File: config.mk
export PLATFORM = sky130hd
export DESIGN_NAME = serial_port_core
export DESIGN_NICKNAME = d
export VERILOG_FILES = /design/src/serial_port_pkg.sv /design/src/serial_port_core.sv
export VERILOG_INCLUDE_DIRS = /design/src
export SDC_FILE = /design/constraint.sdc
export NUM_CORES = 1
export LEC_CHECK = 0
export ABC_AREA = 0
export BUFFER_PORTS_ARGS = -buffer_cell sky130_fd_sc_hd__buf_4
export CAP_MARGIN = 40
export CORE_MARGIN = 4
export CORE_UTILIZATION = 68
export CTS_BUF_LIST = sky130_fd_sc_hd__clkbuf_8
export DETAILED_ROUTE_END_ITERATION = 16
export PLACE_DENSITY = 0.85
export RECOVER_POWER = 25
export SLEW_MARGIN = 5
export SYNTH_ARGS = -nofsm -noshare
export SYNTH_HDL_FRONTEND = slang
export SYNTH_SLANG_ARGS = --single-unit
File: constraint.sdc
create_clock -name clock -period 5.5 [get_ports clock]
set_input_delay 0.275 -clock clock [delete_from_list [all_inputs] [get_ports clock]]
set_output_delay 0.275 -clock clock [all_outputs]
set_load 0.01 [all_outputs]
File: src/serial_port_defs.svh
// constants for the asynchronous serial port with infrared coder
// assumes inclusion by the serial port core
`ifndef SERIAL_PORT_DEFS_SVH
`define SERIAL_PORT_DEFS_SVH

// line control bit positions
`define LCR_BRK          0
`define LCR_PEN          1
`define LCR_EPS          2
`define LCR_STP2         3
`define LCR_FEN          4
`define LCR_WLEN_LO      5
`define LCR_WLEN_HI      6
`define LCR_SPS          7
`define LCR_RESET        8'h00

// interrupt bit positions
`define IRQ_RX           4
`define IRQ_TX           5
`define IRQ_RT           6
`define IRQ_FE           7
`define IRQ_PE           8
`define IRQ_BE           9
`define IRQ_OE           10
`define IRQ_W            11

// received word layout
`define WORD_FE          8
`define WORD_PE          9
`define WORD_BE          10
`define WORD_OE          11
`define WORD_W           12

// status bit positions
`define RSR_FE           0
`define RSR_PE           1
`define RSR_BE           2
`define RSR_OE           3

// fifo and level select
`define FIFO_DEPTH       16
`define LEVEL_RESET      6'h12

// bit timing in 16x ticks
`define TICKS_PER_BIT    16
`define START_CHECK_TICK 4'h7
`define LAST_TICK        4'hf
`define IR_PULSE_TICKS   4'h3
`define IR_LP_PULSE      2'h3
`define IR_HOLD_TICKS    4'hc
`define RX_TIMEOUT_BITS  32
`define RX_TIMEOUT_TICKS (`RX_TIMEOUT_BITS * `TICKS_PER_BIT)

`endif

File: src/serial_port_pkg.sv
// types for the asynchronous serial port
// assumes serial_port_defs.svh is on the include path
package serial_port_pkg;
   typedef enum logic [2:0] {
      TX_IDLE   = 3'b000,
      TX_START  = 3'b001,
      TX_DATA   = 3'b010,
      TX_PARITY = 3'b011,
      TX_STOP1  = 3'b100,
      TX_STOP2  = 3'b101
   } tx_state_e;

   typedef enum logic [2:0] {
      RX_IDLE   = 3'b000,
      RX_START  = 3'b001,
      RX_DATA   = 3'b010,
      RX_PARITY = 3'b011,
      RX_STOP   = 3'b100
   } rx_state_e;
endpackage
File: src/serial_port_core.sv
// asynchronous serial port with fifos, interrupts and infrared coder
// assumes synchronous inputs on clock, software drives config ports
//
// Operation
// - two sixteen-entry fifos; receive entries carry four status bits.
// - enabled port sends frames from transmit fifo until it empties.
// - busy rises with non-empty fifo, falls after last stop bit.
// - start bit rechecked on eighth tick; high line means false start.
// - data bits sampled every sixteenth tick, then parity checked.
// - low stop sample flags framing error; word stored with errors.
// - infrared zero is 3/16 bit high pulse; low input means zero.
// - low-power infrared pulse lasts three low-power reference ticks.
// - read gives 8 data plus 4 error bits; write queues 8 bits.
// - fifos are one entry deep until fifo enable is set.
// - empty and full flags per fifo; overrun in receive status.
// - per-fifo trigger level 1/8 to 7/8, half after reset.
// - events for overrun, break, parity, framing, timeout, levels.
// - enabled events ored onto one request; masked status shown.
// - mask bit one passes event; raw status always visible.
// - clear write of one clears event; zero does nothing.
// - timeout after 32 idle bit periods; cleared by empty or clear.
// - loopback feeds transmit line back into receiver.
// - 16.6 fractional divisor makes 16x tick, divided for bits.
// - divisors and line control latch together on line control write.
// - frame is start, data lsb first, optional parity, stop bits.
// - disabling port lets current character finish.
`include "serial_port_defs.svh"
`timescale 1ns/10ps
`default_nettype none

module serial_port_core #(
   parameter int DEPTH = `FIFO_DEPTH
) (
   // clock and reset
   input  wire logic        clock,
   input  wire logic        rst_n,
   // configuration
   input  wire logic        port_enable_bit,
   input  wire logic        loopback_enable_bit,
   input  wire logic        sir_enable,
   input  wire logic        sir_lowpower,
   input  wire logic [7:0]  ir_lp_divisor,
   input  wire logic [15:0] int_divisor_field,
   input  wire logic [5:0]  frac_divisor_field,
   input  wire logic [7:0]  line_control_reg,
   input  wire logic        line_control_write,
   input  wire logic [5:0]  fifo_level_select_reg,
   input  wire logic [10:0] irq_mask_reg,
   input  wire logic [10:0] irq_clear_reg,
   input  wire logic        irq_clear_write,
   input  wire logic        rx_error_clear,
   // transmit data
   input  wire logic [7:0]  tx_data,
   input  wire logic        tx_valid,
   output logic             tx_ready,
   // receive data
   output logic [11:0]      rx_data,
   output logic             rx_valid,
   input  wire logic        rx_ready,
   // status
   output logic             tx_busy,
   output logic             tx_fifo_empty_flag,
   output logic             tx_fifo_full_flag,
   output logic             rx_fifo_empty_flag,
   output logic             rx_fifo_full_flag,
   output logic [3:0]       rx_status_reg,
   output logic [10:0]      raw_irq_status_reg,
   output logic [10:0]      masked_irq_status_reg,
   output logic             irq,
   // serial pins
   input  wire logic        serial_rx_pin,
   output logic             serial_tx_pin
);
   import serial_port_pkg::*;

   localparam int AW = $clog2(DEPTH);
   localparam int CW = AW + 1;
   localparam int TW = $clog2(`RX_TIMEOUT_TICKS);

   function automatic logic [CW-1:0] level_of(input logic [2:0] sel);
      unique case (sel)
         3'h0:    level_of = CW'(DEPTH / 8);
         3'h1:    level_of = CW'(DEPTH / 4);
         3'h3:    level_of = CW'(DEPTH * 3 / 4);
         3'h4:    level_of = CW'(DEPTH * 7 / 8);
         default: level_of = CW'(DEPTH / 2);
      endcase
   endfunction

   function automatic logic par_bit(input logic [7:0] d, input logic [1:0] wl,
                                    input logic eps, input logic sps);
      logic [7:0] m;
      m = d & (8'hff >> (2'h3 - wl));
      if (sps) par_bit = ~eps;
      else par_bit = eps ? ^m : ~^m;
   endfunction

   // latched configuration
   logic [15:0] cfg_int;
   logic [5:0]  cfg_frac;
   logic [7:0]  cfg_lcr;
   logic        cfg_fen;
   logic [1:0]  cfg_wlen;
   logic [2:0]  last_idx;
   logic [CW-1:0] fifo_limit;
   always_ff @(posedge clock or negedge rst_n) begin
      if (!rst_n) begin
         cfg_int  <= 16'h0000;
         cfg_frac <= 6'h00;
         cfg_lcr  <= `LCR_RESET;
      end else if (line_control_write) begin
         cfg_int  <= int_divisor_field;
         cfg_frac <= frac_divisor_field;
         cfg_lcr  <= line_control_reg;
      end
   end
   assign cfg_fen    = cfg_lcr[`LCR_FEN];
   assign cfg_wlen   = cfg_lcr[`LCR_WLEN_HI:`LCR_WLEN_LO];
   assign last_idx   = 3'h4 + {1'b0, cfg_wlen};
   assign fifo_limit = cfg_fen ? CW'(DEPTH) : CW'(1);

   // 16x baud and low-power references
   logic        baud_x16_tick;
   logic [15:0] baud_cnt;
   logic [5:0]  frac_acc;
   logic [6:0]  frac_sum;
   logic        lowpower_ir_x16_tick;
   logic [7:0]  lp_cnt;
   assign frac_sum = {1'b0, frac_acc} + {1'b0, cfg_frac};
   always_ff @(posedge clock or negedge rst_n) begin
      if (!rst_n) begin
         baud_x16_tick <= 1'b0;
         baud_cnt      <= 16'h0000;
         frac_acc      <= 6'h00;
      end else begin
         baud_x16_tick <= 1'b0;
         if (cfg_int == 16'h0000) begin
            baud_cnt <= 16'h0000;
         end else if (baud_cnt == 16'h0000) begin
            baud_x16_tick <= 1'b1;
            baud_cnt      <= cfg_int - 16'h0001 + {15'h0000, frac_sum[6]};
            frac_acc      <= frac_sum[5:0];
         end else begin
            baud_cnt <= baud_cnt - 16'h0001;
         end
      end
   end
   always_ff @(posedge clock or negedge rst_n) begin
      if (!rst_n) begin
         lowpower_ir_x16_tick <= 1'b0;
         lp_cnt               <= 8'h00;
      end else begin
         lowpower_ir_x16_tick <= (lp_cnt == 8'h00);
         lp_cnt <= (lp_cnt == 8'h00) ? ir_lp_divisor - 8'h01 : lp_cnt - 8'h01;
      end
   end

   // transmit fifo
   logic [7:0]    tx_mem [DEPTH];
   logic [AW-1:0] tx_wptr, tx_rptr;
   logic [CW-1:0] tx_count, next_tx_count;
   logic          tx_push, tx_pop;
   tx_state_e     tx_state;
   assign tx_push = tx_valid && tx_ready;
   assign tx_pop  = baud_x16_tick && tx_state == TX_IDLE && tx_count != '0
                    && port_enable_bit;
   assign next_tx_count = tx_count + CW'(tx_push) - CW'(tx_pop);
   always_ff @(posedge clock or negedge rst_n) begin
      if (!rst_n) begin
         tx_wptr  <= '0;
         tx_rptr  <= '0;
         tx_count <= '0;
         tx_ready <= 1'b0;
      end else begin
         if (tx_push) tx_mem[tx_wptr] <= tx_data;
         tx_wptr  <= tx_wptr + AW'(tx_push);
         tx_rptr  <= tx_rptr + AW'(tx_pop);
         tx_count <= next_tx_count;
         tx_ready <= next_tx_count < fifo_limit;
      end
   end

   // transmitter
   logic [3:0] tx_sub;
   logic [7:0] tx_shift;
   logic [2:0] tx_idx;
   logic       tx_line;
   always_ff @(posedge clock or negedge rst_n) begin
      if (!rst_n) begin
         tx_state <= TX_IDLE;
         tx_sub   <= 4'h0;
         tx_shift <= 8'h00;
         tx_idx   <= 3'h0;
         tx_line  <= 1'b1;
      end else if (baud_x16_tick) begin
         tx_sub <= tx_sub + 4'h1;
         unique case (tx_state)
            TX_IDLE: begin
               tx_sub <= 4'h0;
               if (tx_pop) begin
                  tx_state <= TX_START;
                  tx_shift <= tx_mem[tx_rptr];
                  tx_line  <= 1'b0;
               end
            end
            TX_START: if (tx_sub == `LAST_TICK) begin
               tx_state <= TX_DATA;
               tx_idx   <= 3'h0;
               tx_line  <= tx_shift[0];
            end
            TX_DATA: if (tx_sub == `LAST_TICK) begin
               if (tx_idx == last_idx) begin
                  tx_state <= cfg_lcr[`LCR_PEN] ? TX_PARITY : TX_STOP1;
                  tx_line  <= cfg_lcr[`LCR_PEN] ? par_bit(tx_shift, cfg_wlen,
                              cfg_lcr[`LCR_EPS], cfg_lcr[`LCR_SPS]) : 1'b1;
               end else begin
                  tx_idx  <= tx_idx + 3'h1;
                  tx_line <= tx_shift[tx_idx + 3'h1];
               end
            end
            TX_PARITY: if (tx_sub == `LAST_TICK) begin
               tx_state <= TX_STOP1;
               tx_line  <= 1'b1;
            end
            TX_STOP1: if (tx_sub == `LAST_TICK) begin
               tx_state <= cfg_lcr[`LCR_STP2] ? TX_STOP2 : TX_IDLE;
            end
            TX_STOP2: if (tx_sub == `LAST_TICK) tx_state <= TX_IDLE;
         endcase
      end
   end

   // infrared encoder and pin
   logic [1:0] lp_left;
   logic       ir_pulse;
   always_ff @(posedge clock or negedge rst_n) begin
      if (!rst_n) begin
         lp_left <= 2'h0;
      end else if (baud_x16_tick && tx_sub == 4'h0 && !tx_line) begin
         lp_left <= `IR_LP_PULSE;
      end else if (lowpower_ir_x16_tick && lp_left != 2'h0) begin
         lp_left <= lp_left - 2'h1;
      end
   end
   assign ir_pulse = sir_lowpower ? lp_left != 2'h0
                                  : !tx_line && tx_sub < `IR_PULSE_TICKS;
   always_ff @(posedge clock or negedge rst_n) begin
      if (!rst_n) serial_tx_pin <= 1'b1;
      else serial_tx_pin <= sir_enable ? ir_pulse : tx_line && !cfg_lcr[`LCR_BRK];
   end

   // receive source, decoder and loopback
   logic [3:0] ir_hold;
   logic       rx_src, rx_line, rx_prev;
   always_ff @(posedge clock or negedge rst_n) begin
      if (!rst_n) ir_hold <= 4'h0;
      else if (!serial_rx_pin) ir_hold <= `IR_HOLD_TICKS;
      else if (baud_x16_tick && ir_hold != 4'h0) ir_hold <= ir_hold - 4'h1;
   end
   assign rx_src = loopback_enable_bit ? tx_line
                 : sir_enable ? serial_rx_pin && ir_hold == 4'h0 : serial_rx_pin;
   always_ff @(posedge clock or negedge rst_n) begin
      if (!rst_n) begin
         rx_line <= 1'b1;
         rx_prev <= 1'b1;
      end else begin
         rx_line <= rx_src;
         rx_prev <= rx_line;
      end
   end

   // receiver
   rx_state_e     rx_state;
   logic [3:0]    rx_sub;
   logic [7:0]    rx_shift;
   logic [2:0]    rx_idx;
   logic          rx_par, rx_done, rx_push, rx_over, oe_pend;
   logic [CW-1:0] rx_count, next_rx_count;
   logic [`WORD_W-1:0] rx_word;
   assign rx_done = baud_x16_tick && rx_state == RX_STOP && rx_sub == `LAST_TICK;
   assign rx_push = rx_done && rx_count < fifo_limit;
   assign rx_over = rx_done && rx_count >= fifo_limit;
   assign rx_word[7:0] = rx_shift;
   assign rx_word[`WORD_FE] = !rx_line;
   assign rx_word[`WORD_PE] = cfg_lcr[`LCR_PEN] && rx_par != par_bit(rx_shift,
                              cfg_wlen, cfg_lcr[`LCR_EPS], cfg_lcr[`LCR_SPS]);
   assign rx_word[`WORD_BE] = rx_shift == 8'h00 && !rx_line
                              && !(cfg_lcr[`LCR_PEN] && rx_par);
   assign rx_word[`WORD_OE] = oe_pend;
   always_ff @(posedge clock or negedge rst_n) begin
      if (!rst_n) begin
         rx_state <= RX_IDLE;
         rx_sub   <= 4'h0;
         rx_shift <= 8'h00;
         rx_idx   <= 3'h0;
         rx_par   <= 1'b0;
      end else if (rx_state == RX_IDLE) begin
         rx_sub <= 4'h0;
         if (port_enable_bit && rx_prev && !rx_line) begin
            rx_state <= RX_START;
            rx_shift <= 8'h00;
         end
      end else if (baud_x16_tick) begin
         rx_sub <= rx_sub + 4'h1;
         unique case (rx_state)
            RX_START: if (rx_sub == `START_CHECK_TICK) begin
               rx_state <= rx_line ? RX_IDLE : RX_DATA;
               rx_sub   <= 4'h0;
               rx_idx   <= 3'h0;
            end
            RX_DATA: if (rx_sub == `LAST_TICK) begin
               rx_shift[rx_idx] <= rx_line;
               rx_idx <= rx_idx + 3'h1;
               if (rx_idx == last_idx)
                  rx_state <= cfg_lcr[`LCR_PEN] ? RX_PARITY : RX_STOP;
            end
            RX_PARITY: if (rx_sub == `LAST_TICK) begin
               rx_par   <= rx_line;
               rx_state <= RX_STOP;
            end
            default: if (rx_sub == `LAST_TICK) rx_state <= RX_IDLE;
         endcase
      end
   end

   // receive fifo
   logic [`WORD_W-1:0] rx_mem [DEPTH];
   logic [AW-1:0]      rx_wptr, rx_rptr;
   logic               rx_pop, out_fire;
   logic [1:0]         buf_cnt, next_buf_cnt;
   logic [`WORD_W-1:0] buf1;
   assign out_fire = rx_valid && rx_ready;
   assign rx_pop   = rx_count != '0 && buf_cnt != 2'h2;
   assign next_rx_count = rx_count + CW'(rx_push) - CW'(rx_pop);
   always_ff @(posedge clock or negedge rst_n) begin
      if (!rst_n) begin
         rx_wptr  <= '0;
         rx_rptr  <= '0;
         rx_count <= '0;
         oe_pend  <= 1'b0;
      end else begin
         if (rx_push) rx_mem[rx_wptr] <= rx_word;
         rx_wptr  <= rx_wptr + AW'(rx_push);
         rx_rptr  <= rx_rptr + AW'(rx_pop);
         rx_count <= next_rx_count;
         oe_pend  <= rx_over || (oe_pend && !rx_push);
      end
   end

   // two-entry output buffer
   assign next_buf_cnt = buf_cnt - 2'(out_fire) + 2'(rx_pop);
   always_ff @(posedge clock or negedge rst_n) begin
      if (!rst_n) begin
         buf_cnt  <= 2'h0;
         buf1     <= '0;
         rx_data  <= '0;
         rx_valid <= 1'b0;
      end else begin
         if (out_fire && buf_cnt == 2'h2) rx_data <= buf1;
         else if (rx_pop && (buf_cnt == 2'h0 || out_fire)) rx_data <= rx_mem[rx_rptr];
         else if (rx_pop) buf1 <= rx_mem[rx_rptr];
         buf_cnt  <= next_buf_cnt;
         rx_valid <= next_buf_cnt != 2'h0;
      end
   end

   // flags and receive status
   always_ff @(posedge clock or negedge rst_n) begin
      if (!rst_n) begin
         tx_busy            <= 1'b0;
         tx_fifo_empty_flag <= 1'b1;
         tx_fifo_full_flag  <= 1'b0;
         rx_fifo_empty_flag <= 1'b1;
         rx_fifo_full_flag  <= 1'b0;
         rx_status_reg      <= 4'h0;
      end else begin
         tx_busy            <= next_tx_count != '0 || tx_state != TX_IDLE || tx_pop;
         tx_fifo_empty_flag <= next_tx_count == '0;
         tx_fifo_full_flag  <= next_tx_count >= fifo_limit;
         rx_fifo_empty_flag <= next_rx_count == '0;
         rx_fifo_full_flag  <= next_rx_count >= fifo_limit;
         rx_status_reg <= (rx_error_clear ? 4'h0 : rx_status_reg)
            | (out_fire ? rx_data[`WORD_OE:`WORD_FE] : 4'h0)
            | {rx_over, 3'h0};
      end
   end

   // receive timeout
   logic [TW-1:0] rt_cnt;
   logic          rt_hit;
   assign rt_hit = baud_x16_tick && rx_count != '0
                   && rt_cnt == TW'(`RX_TIMEOUT_TICKS - 1);
   always_ff @(posedge clock or negedge rst_n) begin
      if (!rst_n) rt_cnt <= '0;
      else if (rx_push || rx_count == '0 || rt_hit) rt_cnt <= '0;
      else if (baud_x16_tick) rt_cnt <= rt_cnt + TW'(1);
   end

   // interrupt status
   logic [10:0] set_ev, clr_ev;
   always_comb begin
      set_ev = 11'h000;
      set_ev[`IRQ_RX] = rx_count >= level_of(fifo_level_select_reg[5:3]);
      set_ev[`IRQ_TX] = tx_count <= level_of(fifo_level_select_reg[2:0]);
      set_ev[`IRQ_RT] = rt_hit;
      set_ev[`IRQ_FE] = rx_push && rx_word[`WORD_FE];
      set_ev[`IRQ_PE] = rx_push && rx_word[`WORD_PE];
      set_ev[`IRQ_BE] = rx_push && rx_word[`WORD_BE];
      set_ev[`IRQ_OE] = rx_over;
      clr_ev = irq_clear_write ? irq_clear_reg : 11'h000;
      clr_ev[`IRQ_RT] = clr_ev[`IRQ_RT] || rx_count == '0;
   end
   always_ff @(posedge clock or negedge rst_n) begin
      if (!rst_n) begin
         raw_irq_status_reg    <= 11'h000;
         masked_irq_status_reg <= 11'h000;
         irq                   <= 1'b0;
      end else begin
         raw_irq_status_reg    <= (raw_irq_status_reg & ~clr_ev) | set_ev;
         masked_irq_status_reg <= raw_irq_status_reg & irq_mask_reg;
         irq                   <= |(raw_irq_status_reg & irq_mask_reg);
      end
   end
endmodule

`default_nettype wire

==> Word level (Yosys, flattened, before mapping) <==
Memories as Yosys holds them, arrays and structs flattened. A register that Yosys moved wholly into a read port is not among the register bits.
Index checks and enable logic that the tools add are counted.
{ "classes": {"n_reduce_logical": 93, "mux": 79, "n_addsub": 25, "n_lt_le_gt_ge": 11, "n_eq_ne": 40, "shift": 1, "bitwise": 13} }
{ "op_table": {"columns": ["cell", "n"], "rows": [
  ["3-bit 2-to-1 mux", 21],
  ["8-bit 2-to-1 mux", 6],
  ["4-bit 2-to-1 mux", 9],
  ["1-bit logical AND", 34],
  ["16-bit zero test", 2],
  ["16-bit 2-to-1 mux", 2],
  ["4-bit one-hot mux with 4 select lines", 2],
  ["16-bit by 1-bit subtractor with 16-bit output, second input constant", 2],
  ["12-bit 2-to-1 mux", 2],
  ["11-bit bitwise AND", 2],
  ["1-bit 2-to-1 mux", 22],
  ["2-bit != test, second input constant", 11],
  ["5-bit >= comparator", 4],
  ["2-bit nonzero test", 10],
  ["3-bit by 2-bit equality test with 1-bit output, second input constant", 6],
  ["9-bit 2-to-1 mux", 2],
  ["3-bit one-hot mux with 6 select lines", 1],
  ["16-bit by 1-bit adder with 16-bit output", 1],
  ["4-bit by 1-bit adder with 4-bit output", 4],
  ["8-bit bitwise AND", 2],
  ["8-bit zero test", 2],
  ["8-bit XNOR reduction", 2],
  ["8-bit parity", 2],
  ["8-bit by 1-bit subtractor with 8-bit output, second input constant", 2],
  ["other kinds (58)", 109]
]} }
{ "word_totals": {"ram_bits": 320, "memories": 2, "out_inout_bits": 47, "regBits": 197, "in_bits": 86, "word_cells": 308} }
{ "memory_table": {"columns": ["memory", "depth", "word_bits", "read_ports", "rd_ports_with_merged_regs", "write_ports", "line_no", "rtl"], "rows": [
  ["rx_mem", 16, 12, 1, 0, 1, "serial_port_core.sv:327", "logic [`WORD_W-1:0] rx_mem [DEPTH];"],
  ["tx_mem", 16, 8, 1, 1, 1, "serial_port_core.sv:159", "logic [7:0] tx_mem [DEPTH];"]
]} }

==> Longest topological paths before layout <==
Gate-level depths: netlist (run 1).
{ "depth": {"depth_word": 10, "depth_mapped": 17, "depth_no_buf": 17} }

==> Worst setup path before layout (run 1) <==
OpenSTA, ideal clock, no wires.
{ "synth_timing": {"kind": "reg2reg", "startpoint": "register rx_state[1]", "endpoint": "memory rx_mem[8][0] in the netlist's numbering, enable pin", "required_time_ns": 5.088, "setup_ns": 0.412, "setup_slack_ns": 2.045, "synth_period_minus_slack_ns": 3.455, "n_path_buf": 3, "arrival_time_ns": 3.043, "stages_incl_launch_ff": 8, "path_cell_list": "dfrtp_1 > buf_6 > or3b_1 > or3_1 > or3_1 > buf_2 > buf_2 > nor4_1"} }
{ "synth_between": {"elab_chain_cells": 7} }
{ "synth_lines": {"columns": ["item", "line_no", "rtl"], "rows": [
  ["start, declared", "serial_port_core.sv:273", "rx_state_e rx_state;"],
  ["start signal, assigned", "serial_port_core.sv:307", "rx_state <= rx_line ? RX_IDLE : RX_DATA;"],
  ["start signal, assigned", "serial_port_core.sv:315", "rx_state <= cfg_lcr[`LCR_PEN] ? RX_PARITY : RX_STOP;"],
  ["3-bit equality test", "serial_port_core.sv:280", "assign rx_done = baud_x16_tick && rx_state == RX_STOP && rx_sub == `LAST_TICK;"],
  ["1-bit logical AND", "serial_port_core.sv:280", null],
  ["1-bit logical AND (no source line)", null, null],
  ["1-bit logical AND", "serial_port_core.sv:281", "assign rx_push = rx_done && rx_count < fifo_limit;"],
  ["1-bit 2-to-1 mux", "serial_port_core.sv:342", "if (rx_push) rx_mem[rx_wptr] <= rx_word;"],
  ["1-bit logical AND (implied by the code)", "serial_port_core.sv:342", null],
  ["1-bit 2-to-1 mux (implied by the code)", "serial_port_core.sv:342", null],
  ["end, declared", "serial_port_core.sv:327", null]
]} }
No other way between the ends.

==> Worst setup path after layout (run 1) <==
{ "layout_timing": {"startpoint": "register rx_state[1]", "endpoint": "register rx_fifo_full_flag"} }
{ "layout_between": {"elab_chain_cells": 7} }
{ "layout_lines": {"columns": ["item", "line_no", "rtl"], "rows": [
  ["3-bit equality test", "serial_port_core.sv:280", null],
  ["1-bit logical AND", "serial_port_core.sv:280", null],
  ["1-bit logical AND (no source line)", null, null],
  ["1-bit logical AND", "serial_port_core.sv:281", null],
  ["5-bit by 1-bit adder with 5-bit output", "serial_port_core.sv:334", "assign next_rx_count = rx_count + CW'(rx_push) - CW'(rx_pop);"],
  ["5-bit by 1-bit subtractor with 5-bit output", "serial_port_core.sv:334", null],
  ["net next_rx_count[4]", "serial_port_core.sv:278", "logic [CW-1:0] rx_count, next_rx_count;"],
  ["5-bit >= comparator", "serial_port_core.sv:381", "rx_fifo_full_flag <= next_rx_count >= fifo_limit;"],
  ["end signal, assigned", "serial_port_core.sv:381", null],
  ["end, declared", "serial_port_core.sv:65", "output logic rx_fifo_full_flag,"]
]} }
The timed path passes the listed nets, and every way through them passes these cells.
A chain may end at the register's enable or synchronous reset.

==> out/results.tsv, run 1 <==
metric	value	unit
status	finished clean	
Clock power frac	33.4	%
Die H	191	um
CTS tree	done	
Starting Density	69.6	%
CP Launch Point	rx_state[1]	
Max Fclk	0.246	GHz
net total in the final layout	1953	
Setup crit end kind	register	
Post-DP HPWL	32.6	mm
initial DRC count	1393	
share of layout cells above drive strength 1	22.6	%
fin crit share	73.8	%
Mean Syn Cell Area	14.7	um2
post-synthesis sequential area ratio	64.4	%
critical path capture point	rx_fifo_full_flag	
Yosys reg bits	525	
post-synthesis cell count	1555	
CP cell instances	or3b_1 -> or3_1 -> or3_1 -> inv_1 -> ha_1 -> inv_1 -> fa_1 -> nor2_1 -> nor2_1 -> o21bai_1 -> xnor2_1 -> ha_1 -> o41ai_1 -> nand2b_1	
Critical Path Source Type	register	
GRT Total Usage	29.8	%
initial antenna violation count	1	
clk slew on worst S/H paths	0.07	ns
peak per-stage delay on the critical path	0.67	ns
Largest register FFs	192	
DRT Wirelength	53.3	mm
setup TNS	0	ns
final hold violation count	0	
std cell rows	66	
CTS-repair resized insts	0	
Power, Total	9240	uW
post-cts hold buffer count	71	
Final Cell Area	26800	um2
setup bufs post-CTS	0	
final setup violation count	0	
Seq pwr share	53.6	%
Placed Instance Area	24500	um2
largest net degree at the start of global routing	96	
Top FF cell, synth	edfxtp_1	
Syn Nets	1698	
Biggest register	rx_mem	
first-pass GRT wire length	84.0	mm
largest registers	rx_mem (192), tx_mem (128)	
unrepaired setup endpoints after global routing	no	
Worst Clk Skew	0.0326	ns
CTS root buffer	clkbuf_8	
WHS Path Cells	3	
crit path max fanout	19	
via count	14612	
latest clock arrival within the worst-skew pair	0.63	ns
Port Buffers	132	
placed cell count	2095	
grt ovf	0	
Worst Reg-to-Reg Cells	14	
Cell variety after synth	69	
die area	36700	um2
minimum clock period	4.06	ns
# IOs	133	
Critical Path RT	5.99	ns
Avg WL per Cell	23.0	um
design internal power	6690	uW
CTS Buf Count	82	
clk sinks	525	
core area	32900	um2
Post-synth EDFFs	320	
Slew @ Worst Pin	0.933	ns
slowest cell on the critical path	or3_1	
# DRC	0	
clk buf depth	3	
Max-slew headroom	37.7	%
final slew viol count	0	
YS warnings	0	
Pre-antenna DRT Iters	5	
Final ANT Viol Nets	0	
vias in the first global route	15269	
Max-Cap Viols	0	
Pleak	0.0104	uW
Cell Area, Synth	22900	um2
WP data arrival	4.55	ns
peak supply drop	0.299	mV
worst hold path class	input pin to register	
Post-Layout Cell Count	2318	
PwrDens	345	nW/um2
Async SR Flop Fraction	39.0	%
Area growth syn-to-layout	17.0	%
R2R Path End	rx_fifo_full_flag	
Reg-to-Reg Start	rx_state[1]	
worst setup path category	register to register	
Die Span X	191	um
Switching Share	27.6	%
CTS HTree Levels	3	
routability cong.	0.896	
Switch Pwr	2550	uW
Vias per Instance	6.30	
Comb pwr share	13.0	%
r2r setup slk	1.44	ns
cell usage after synthesis (all sizes together), types with 10 or more instances:
master	instances	area share (%)
inv	55	0.90
a31oi	11	0.30
or3	10	0.27
nor3	20	0.46
nand2	87	1.4
clkbuf	47	0.77
nand4	10	0.27
nand2b	14	0.38
a21o	15	0.49
ha	54	3.0
a221oi	24	0.92
dfrtp	199	22
buf	24	0.56
nor2	83	1.4
a221o	13	0.57
nand3	24	0.52
a21oi	22	0.48
nor4	20	0.68
or4	11	0.41
mux2	53	2.6
and2	28	0.77
a211oi	11	0.36
edfxtp	320	42
o21ai	59	1.3
mux4	66	6.5
xor2	45	1.7
mux2i	56	2.4
a22oi	14	0.46
xnor2	41	1.6
power by group through the flow:
stage | Combinational [uW] | Sequential [uW] | Clock [uW]
final | 1200 | 4950 | 3090
after global routing | 1340 | 4990 | 3320
after CTS | 1180 | 4930 | 3080
after detailed placement | 1120 | 5010 | 0
after global placement | 1050 | 4980 | 0
after floorplan | 806 | 4860 | 0
cell usage in the layout (no fill, tap or decap), types with 10 or more instances in the layout:
| cell | instances |
|---|---|
| nor3_1 | 19 |
| dlygate4sd3_1 | 72 |
| a22oi_1 | 14 |
| mux2_2 | 50 |
| nand2b_1 | 14 |
| and2_0 | 11 |
| xnor2_1 | 41 |
| nand4_1 | 10 |
| a221o_1 | 13 |
| buf_4 | 157 |
| edfxtp_1 | 320 |
| a21o_1 | 15 |
| a221oi_1 | 24 |
| a31oi_1 | 11 |
| clkbuf_8 | 91 |
| a21oi_1 | 22 |
| mux2i_1 | 56 |
| nor2_1 | 83 |
| nor4_1 | 10 |
| ha_1 | 54 |
| xor2_1 | 45 |
| nand3_1 | 24 |
| a211oi_1 | 11 |
| and2_1 | 17 |
| inv_1 | 91 |
| mux4_2 | 66 |
| nand2_1 | 87 |
| o21ai_0 | 59 |
| dfrtp_1 | 197 |
| or3_1 | 10 |
critical path, delay by kind of cell, from the launching register on:
| kind | cells | cell delay (ns) |
|---|---|---|
| fa+ha+maj | 3 | 0.89 |
| simple gates | 6 | 1.78 |
| xor+xnor | 1 | 0.19 |
| compound gates | 2 | 0.24 |
| flops | 1 | 0.55 |
| buf+inv | 2 | 0.31 |
worst min path at each step:
stage | start | end
final | ir_lp_divisor[5] | lp_cnt[5]
after global routing | ir_lp_divisor[5] | lp_cnt[5]
after CTS | ir_lp_divisor[5] | lp_cnt[5]
after detailed placement | rst_n | lp_cnt[6]
after global placement | rst_n | lp_cnt[0]
after floorplan | rst_n | baud_cnt[0]
final cells by class:
| type | count | area [um2] |
|---|---|---|
| sequential | 525 | 14800 |
| multi-input combinational | 904 | 7710 |
| fill | 1656 | 6090 |
| timing repair buffer | 242 | 2020 |
| clock buffer | 91 | 1250 |
| tap | 442 | 553 |
| clock inverter | 58 | 284 |
| inverter | 55 | 206 |
| antenna | 1 | 2.50 |
metrics by stage:
stage / setup slack [ns] / hold slack (ns) / utilization, %
global route: 1.21 / 0.00994 / 81.5
global placement: 1.70 / 0.327 / 74.4
detailed placement: 1.58 / 0.343 / 74.7
CTS: 1.59 / 0.000285 / 81.5
floorplan: 2.04 / -0.0206 / -
finish: 1.44 / 0.0298 / 81.5
cell families after synthesis:
family | count (synthesis) | synth area share, %
AOI/OAI and AO/OA | 220 | 6.66
DFF | 525 | 64.4
muxes | 175 | 11.6
and+or+nand+nor | 365 | 8.49
buffers and inverters | 126 | 2.23
xor gates and xnor gates | 87 | 3.39
adders and majority gates | 57 | 3.22
metal layers:
layer  track usage [%]  wire (um)
met4              11.0       1930
met1              37.7      20000
met2              51.7      27900
met5                 0          8
met3              5.64       3380
No activity file was read; power rests on OpenSTA's default activity.
==> run 2, diff against run 1 <==
- CORE_UTILIZATION: 68 -> 57
- PLACE_DENSITY: 0.85 -> 0.75
- clock period: 5.5 -> 3.28 ns (I/O delays scaled with it)
==> run 2 against run 1 <==
Effect of this change:
- the flow now finishes with violations (max-capacitance violations, max-slew violations)
- largest power group unchanged
- die area increased by 18%
- clock-buffer cell count increased by 6
- total power increased by 70%
- flip-flop and latch count unchanged
- worst hold slack improved by 0.042 ns
==> out/results.tsv, run 2 (synthesis gave the netlist of run 1 again) <==
metric	value	unit	change
status	finished with violations		was finished clean
violated checks	max-capacitance violations, max-slew violations		
Port Buffers	132		unchanged
Worst Clk Skew	0.0189	ns	was 0.0326 ns
net total in the final layout	2008		was 1953
Die H	208	um	was 191 um
WP data arrival	3.72	ns	was 4.55 ns
final setup violation count	0		unchanged
die area	43400	um2	was 36700 um2
clk buf depth	3		unchanged
fin crit share	97.6	%	was 73.8%
Critical Path Source Type	register		unchanged
# IOs	133		unchanged
core area	39700	um2	was 32900 um2
Biggest register	rx_mem		unchanged
final hold violation count	0		unchanged
minimum clock period	3.20	ns	was 4.06 ns
met2 Use GR	40.6	%	was 51.7%
GRT busiest layer	met2		unchanged
CP top delay family	adder cells		was simple AND/OR/NAND/NOR gates
Slew @ Worst Pin	1.78	ns	was 0.933 ns
CTS HTree Levels	3		unchanged
Starting Density	57.6	%	was 69.6%
Avg WL per Cell	20.8	um	was 23.0 um
share of layout cells above drive strength 1	24.2	%	was 22.6%
area occupied by multi-input gates	7730	um2	was 7710 um2
Placed Instance Area	24800	um2	was 24500 um2
std cell rows	73		was 66
grt ovf	0		unchanged
GRT Total Usage	23.9	%	was 29.8%
most common cell after layout, fill and taps aside	edfxtp_1		unchanged
Setup crit end kind	register		unchanged
CTS tree	done		unchanged
CTS root buffer	clkbuf_8		unchanged
critical path's most frequent cell	inv_1		
worst setup path category	register to register		unchanged
Area growth syn-to-layout	19.8	%	was 17.0%
largest registers	rx_mem (192), tx_mem (128)		unchanged
Vias per Instance	5.82		was 6.30
unrepaired setup endpoints after global routing	yes		was no
CTS Buf Count	84		was 82
latest clock arrival within the worst-skew pair	0.64	ns	was 0.63 ns
critical path buffer and inverter count	5		was 2
Largest register FFs	192		unchanged
crit path max fanout	3		was 19
clk sinks	525		unchanged
vias in the first global route	14817		was 15269
initial DRC count	1089		was 1393
Power, Total	15700	uW	was 9240 uW
met1 Use GR	32.5	%	was 37.7%
register area	14800	um2	about the same
Max Fclk	0.312	GHz	was 0.246 GHz
Final Cell Area	27400	um2	was 26800 um2
Max-slew headroom	-18.7	%	was 37.7%
clk slew on worst S/H paths	0.06	ns	was 0.07 ns
CP cell instances	inv_2 -> ha_2 -> or4b_4 -> nand2_2 -> inv_1 -> ha_1 -> inv_1 -> ha_1 -> inv_1 -> fa_2 -> inv_1 -> or2_2 -> o41ai_1 -> nand2b_1		was or3b_1 -> or3_1 -> or3_1 -> inv_1 -> ha_1 -> inv_1 -> fa_1 -> nor2_1 -> nor2_1 -> o21bai_1 -> xnor2_1 -> ha_1 -> o41ai_1 -> nand2b_1
Die Span X	208	um	was 191 um
routing usage on met3	4.04	%	was 5.64%
Pre-antenna DRT Iters	5		unchanged
worst hold path class	input pin to register		unchanged
peak supply drop	0.530	mV	was 0.299 mV
routability cong.	0.860		was 0.896
DRT Wirelength	51.2	mm	was 53.3 mm
antenna cells	0		was 1
via count	14323		was 14612
PwrDens	572	nW/um2	was 345 nW/um2
largest net degree at the start of global routing	75		was 96
commonest non-fill, non-tap cells in the layout	320 x edfxtp_1, 196 x dfrtp_1, 183 x buf_4		was 320 x edfxtp_1, 197 x dfrtp_1, 157 x buf_4
slowest cell on the critical path	fa_2		was or3_1
initial antenna violation count	0		was 1
Pleak	0.0107	uW	was 0.0104 uW
final slew viol count	29		was 0
Fillers	2665		was 1656
Max-Cap Viols	1		was 0
Critical Path RT	3.80	ns	was 5.99 ns
first-pass GRT wire length	82.8	mm	was 84.0 mm
peak per-stage delay on the critical path	0.52	ns	was 0.67 ns
# DRC	0		unchanged
Post-DP HPWL	33.0	mm	was 32.6 mm
Final ANT Viol Nets	0		unchanged
[run 2: cell count changes in the layout (fill, tap and decap cells not counted), sizes merged]
cell         before  now
clkinv           16   27
inv              93   86
diode             1    0
clkinvlp          3    2
clkbuf          100  111
buf             161  186
dlygate4sd3      72   95
[run 2: path summary, 6_finish.rpt]
path | start | to | slack, ns | cells after the start
setup / recovery | rx_count[2] | rx_fifo_full_flag | 0.08 | 14
hold / removal | fifo_level_select_reg[5] | raw_irq_status_reg[4] | 0.07 | 5
setup reg to reg | rx_count[2] | rx_fifo_full_flag | 0.08 | 14
hold reg to reg | lp_cnt[0] | lp_cnt[0] | 0.50 | 1
max in group asynchronous | rst_n | tx_rptr[0] | 0.88 | 3
min in group asynchronous | rst_n | buf1[2] | 0.78 | 3
[run 2: layer usage]
metal	wire (um)	part of all wire, %	vias to the layer above
li1	-	-	6575
met1	21000	41	7225
met2	26300	51	440
met3	2700	5.3	83
met4	1200	2.3	0
met5	0	0	-
[run 2: worst register-to-register path, cell delays in order, from the launching register on]
cell and delay [ns]:
dfrtp_1 0.38, inv_2 0.08, ha_2 0.18, or4b_4 0.47
nand2_2 0.09, inv_1 0.04, ha_1 0.26, inv_1 0.06
ha_1 0.16, inv_1 0.06, fa_2 0.52, inv_1 0.05
or2_2 0.30, o41ai_1 0.33, nand2b_1 0.10
[run 2: final cells by class]
cell class              instances  area share [%]
inverters                      55           0.753
clock buffers                  97            4.87
clock inverters                61            1.12
repair buffers                295            8.86
multi-input cells             904            28.2
flip-flops and latches        525            53.8
well taps                     525            2.40
[run 2: through the flow]
stage          hold slack (ns)  setup slack [ns]  util [%]  TNS [ns]  cells
2_1_floorplan           -0.132            -0.175         -    -15.91   1555
3_3_place_gp            0.0625            0.0547      62.4         0   2202
3_5_place_dp            0.0645           -0.0238      62.5   -0.0238   2205
4_1_cts                 0.0312            0.0380      69.1         0   2460
5_1_grt                 0.0573           -0.0865      69.0   -0.0865   2462
6_report                0.0721            0.0786      69.0         0   2462
[run 2: timing repair]
action	4_1_cts	5_1_grt
gates cloned	0	0
setup buffers	1	2
hold endpoints to repair	318	0
endpoints found under the setup margin	1	8
hold buffers	96	0
resized for setup	1	7
pin swaps	1	3
[run 2: power by group]
| group | switching [uW] | leakage (uW) | internal, uW | total (uW) |
|---|---|---|---|---|
| clock | 2540 | 0.000944 | 2810 | 5350 |
| combinational | 1230 | 0.00415 | 956 | 2190 |
| sequential | 455 | 0.00557 | 7670 | 8130 |
==> run 3, diff against run 2 <==
- ABC_AREA: 0 -> 1
==> run 3 against run 2 <==
Effect of this change:
- the run now ends clean
- worst hold slack worse by 0.050 ns
- critical path depth rose by 1
- flip-flop and latch count unchanged
- final cell count grew 21%
- synthesized cell count increased by 34%
- cell area is essentially flat
- combinational power down 15%
- die area grew 0.13%
- via count rose by 19%
- worst setup slack better by 0.13 ns
- critical endpoint is now tx_fifo_full_flag
==> out/results.tsv, run 3 <==
metric	value	unit	change
status	finished clean		was finished with violations
Largest register FFs	192		unchanged
routability cong.	0.868		was 0.860
CTS HTree Levels	3		unchanged
initial antenna violation count	0		unchanged
share of layout cells above drive strength 1	14.1	%	was 24.2%
Post-DP HPWL	36.3	mm	was 33.0 mm
minimum clock period	3.07	ns	was 3.20 ns
antenna cells	0		unchanged
Fillers	2854		was 2665
Max-slew headroom	9.35	%	was -18.7%
core area	39700	um2	unchanged
# IOs	133		unchanged
# DRC	0		unchanged
Async SR Flop Fraction	39.0	%	unchanged
YS warnings	0		unchanged
final hold violation count	0		unchanged
Setup crit end kind	register		unchanged
clk buf depth	3		unchanged
post-synthesis cell count	2079		was 1555
Avg WL per Cell	19.2	um	was 20.8 um
post-synthesis sequential area ratio	64.4	%	about the same
Die Span X	209	um	was 208 um
slowest cell on the critical path	dfrtp_1		was fa_2
Pleak	0.0111	uW	was 0.0107 uW
worst hold path class	input pin to register		unchanged
tightest hold margin	0.0222	ns	was 0.0721 ns
Vias per Instance	5.71		was 5.82
setup slack after layout	0.207	ns	was 0.0786 ns
pre-CTS setup slack	0.0626	ns	was -0.0238 ns
Cell variety after synth	56		was 69
grt ovf	0		unchanged
Critical Path RT	3.80	ns	about the same
CP cell instances	nor2_1 -> nand2_1 -> nor2_2 -> nand3_2 -> nand2_1 -> nand2_1 -> ha_1 -> fa_1 -> a21oi_1 -> nor2_1 -> nor2_1 -> xor2_1 -> ha_1 -> a21oi_2 -> o21ai_0		was inv_2 -> ha_2 -> or4b_4 -> nand2_2 -> inv_1 -> ha_1 -> inv_1 -> ha_1 -> inv_1 -> fa_2 -> inv_1 -> or2_2 -> o41ai_1 -> nand2b_1
most frequent cells after synthesis	320 x edfxtp_1, 295 x nand2_1, 226 x nor2_1		was 320 x edfxtp_1, 199 x dfrtp_1, 87 x nand2_1
Slew @ Worst Pin	1.36	ns	was 1.78 ns
Area growth syn-to-layout	19.7	%	was 19.8%
via count	16984		was 14323
Yosys top cell by area	edfxtp_1		unchanged
die area	43500	um2	was 43400 um2
Die H	209	um	was 208 um
Worst Clk Skew	0.0275	ns	was 0.0189 ns
vias in the first global route	17212		was 14817
Top FF cell, synth	edfxtp_1		unchanged
peak supply drop	0.508	mV	was 0.530 mV
final setup violation count	0		unchanged
critical path buffer and inverter count	0		was 5
most common cell after layout, fill and taps aside	edfxtp_1		unchanged
DRT Wirelength	57.2	mm	was 51.2 mm
CP top delay family	adder cells		unchanged
Post-synth EDFFs	320		unchanged
fin crit share	93.7	%	was 97.6%
crit path max fanout	6		was 3
PwrDens	545	nW/um2	was 572 nW/um2
Area contributors post-synth	edfxtp_1 42%, dfrtp_1 22%, nand2_1 4.8%, o21ai_0 4.3%, nor2_1 3.7%		was edfxtp_1 42%, dfrtp_1 22%, mux4_2 6.5%, ha_1 3.0%, mux2_2 2.6%
latest clock arrival within the worst-skew pair	0.66	ns	was 0.64 ns
Cell Area, Synth	22900	um2	about the same
peak per-stage delay on the critical path	0.42	ns	was 0.52 ns
clk sinks	525		unchanged
Yosys reg bits	525		unchanged
largest net degree at the start of global routing	159		was 75
Mean Syn Cell Area	11.0	um2	was 14.7 um2
first-pass GRT wire length	90.7	mm	was 82.8 mm
Synth top area share	41.9	%	was 42.0%
Max Fclk	0.325	GHz	was 0.312 GHz
Max-Cap Viols	0		was 1
worst setup path category	register to register		unchanged
Port Buffers	132		unchanged
CTS root buffer	clkbuf_8		unchanged
std cell rows	73		unchanged
Syn Nets	2222		was 1698
GRT Total Usage	25.9	%	was 23.9%
Final ANT Viol Nets	0		unchanged
net total in the final layout	2522		was 2008
clk slew on worst S/H paths	0.06	ns	about the same
commonest non-fill, non-tap cells in the layout	320 x edfxtp_1, 293 x nand2_1, 223 x nor2_1		was 320 x edfxtp_1, 196 x dfrtp_1, 183 x buf_4
r2r setup slk	0.21	ns	was 0.08 ns
Critical Path Source Type	register		unchanged
CTS Buf Count	84		unchanged
Starting Density	57.7	%	was 57.6%
Biggest register	rx_mem		unchanged
WP data arrival	3.60	ns	was 3.72 ns
CTS tree	done		unchanged
largest registers	rx_mem (192), tx_mem (128)		unchanged
initial DRC count	1579		was 1089
final slew viol count	0		was 29
count leader, synth	edfxtp_1		unchanged
Pre-antenna DRT Iters	5		unchanged
==> run 3: cell types whose count changed after synthesis, sizes merged, moves of 27 or more <==
cell | before | now
mux2i | 56 | 22
mux2 | 53 | 9
mux4 | 66 | 0
o221ai | 0 | 30
o21ai | 59 | 199
nor2 | 83 | 229
and2 | 28 | 0
o22ai | 7 | 34
nand2 | 87 | 295
a21oi | 22 | 94
nand3 | 24 | 91
inv | 55 | 197
xnor2 | 41 | 12
==> run 3: what timing repair did <==
action | 4_1_cts | 5_1_grt
hold buffers | 101 | 0
hold endpoints to repair | 247 | 0
gates resized for setup | 0 | 21
setup endpoints to repair | 0 | 10
buffers inserted | 0 | 4
==> run 3: worst reg2reg max path: cells and delay by family (launching register included) <==
| family | cells | cell delay, ns |
|---|---|---|
| AO/OA/AOI/OAI | 3 | 0.42 |
| XOR/XNOR | 1 | 0.27 |
| adder cells (fa/ha/maj) | 3 | 0.93 |
| flip-flops | 1 | 0.42 |
| AND/OR/NAND/NOR | 8 | 0.91 |
==> run 3: cell type report <==
type | count | area [um2] | area share [%]
clock inverter | 61 | 343 | 1.25
tap | 525 | 657 | 2.39
clock buffer | 97 | 1340 | 4.87
timing repair buffer | 289 | 2440 | 8.88
sequential | 525 | 14800 | 53.8
multi-input combinational | 1278 | 7160 | 26.1
inverter | 201 | 754 | 2.75
==> run 3: final timing paths <==
path,cells after the start,end,startpoint
setup / recovery,15,tx_fifo_full_flag,tx_state[1]
hold / removal,3,cfg_int[10],line_control_write
setup reg to reg,15,tx_fifo_full_flag,tx_state[1]
hold reg to reg,0,rx_prev,rx_line
max in group asynchronous,4,tx_state[2],rst_n
min in group asynchronous,3,tx_wptr[1],rst_n
==> run 3: report_power, final <==
part           internal, uW  switching, uW
logic                   786           1080
clock network          2890           2610
registers              7340            244
total                 11000           3940
==> run 3: metrics by stage <==
stage	instance area (um2)	util, %	total power [uW]	TNS (ns)	std cells
2_1_floorplan	22900	-	8700	0	2079
3_3_place_gp	24700	62.2	9230	0	2713
3_5_place_dp	24700	62.2	9320	0	2713
4_1_cts	27400	69.0	14900	0	2972
5_1_grt	27400	69.1	15600	-0.00537	2976
6_report	27400	69.1	15000	0	2976
==> run 3: cell families after synthesis <==
group	count (synthesis)	synth area share (%)
and+or+nand+nor	686	12.6
DFF	525	64.4
AOI/OAI and AO/OA	450	11.7
buffers and inverters	276	4.66
adders and majority gates	57	3.21
xor gates and xnor gates	54	2.06
muxes	31	1.40
==> run 3: metal layers <==
metal / vias up / global-route usage (%) / part of all wire [%]
met5: - / 0 / 0
met4: 0 / 9.31 / 3.1
met3: 130 / 4.27 / 6.8
met2: 664 / 43.5 / 50
met1: 8265 / 34.6 / 40
li1: 7925 / - / -
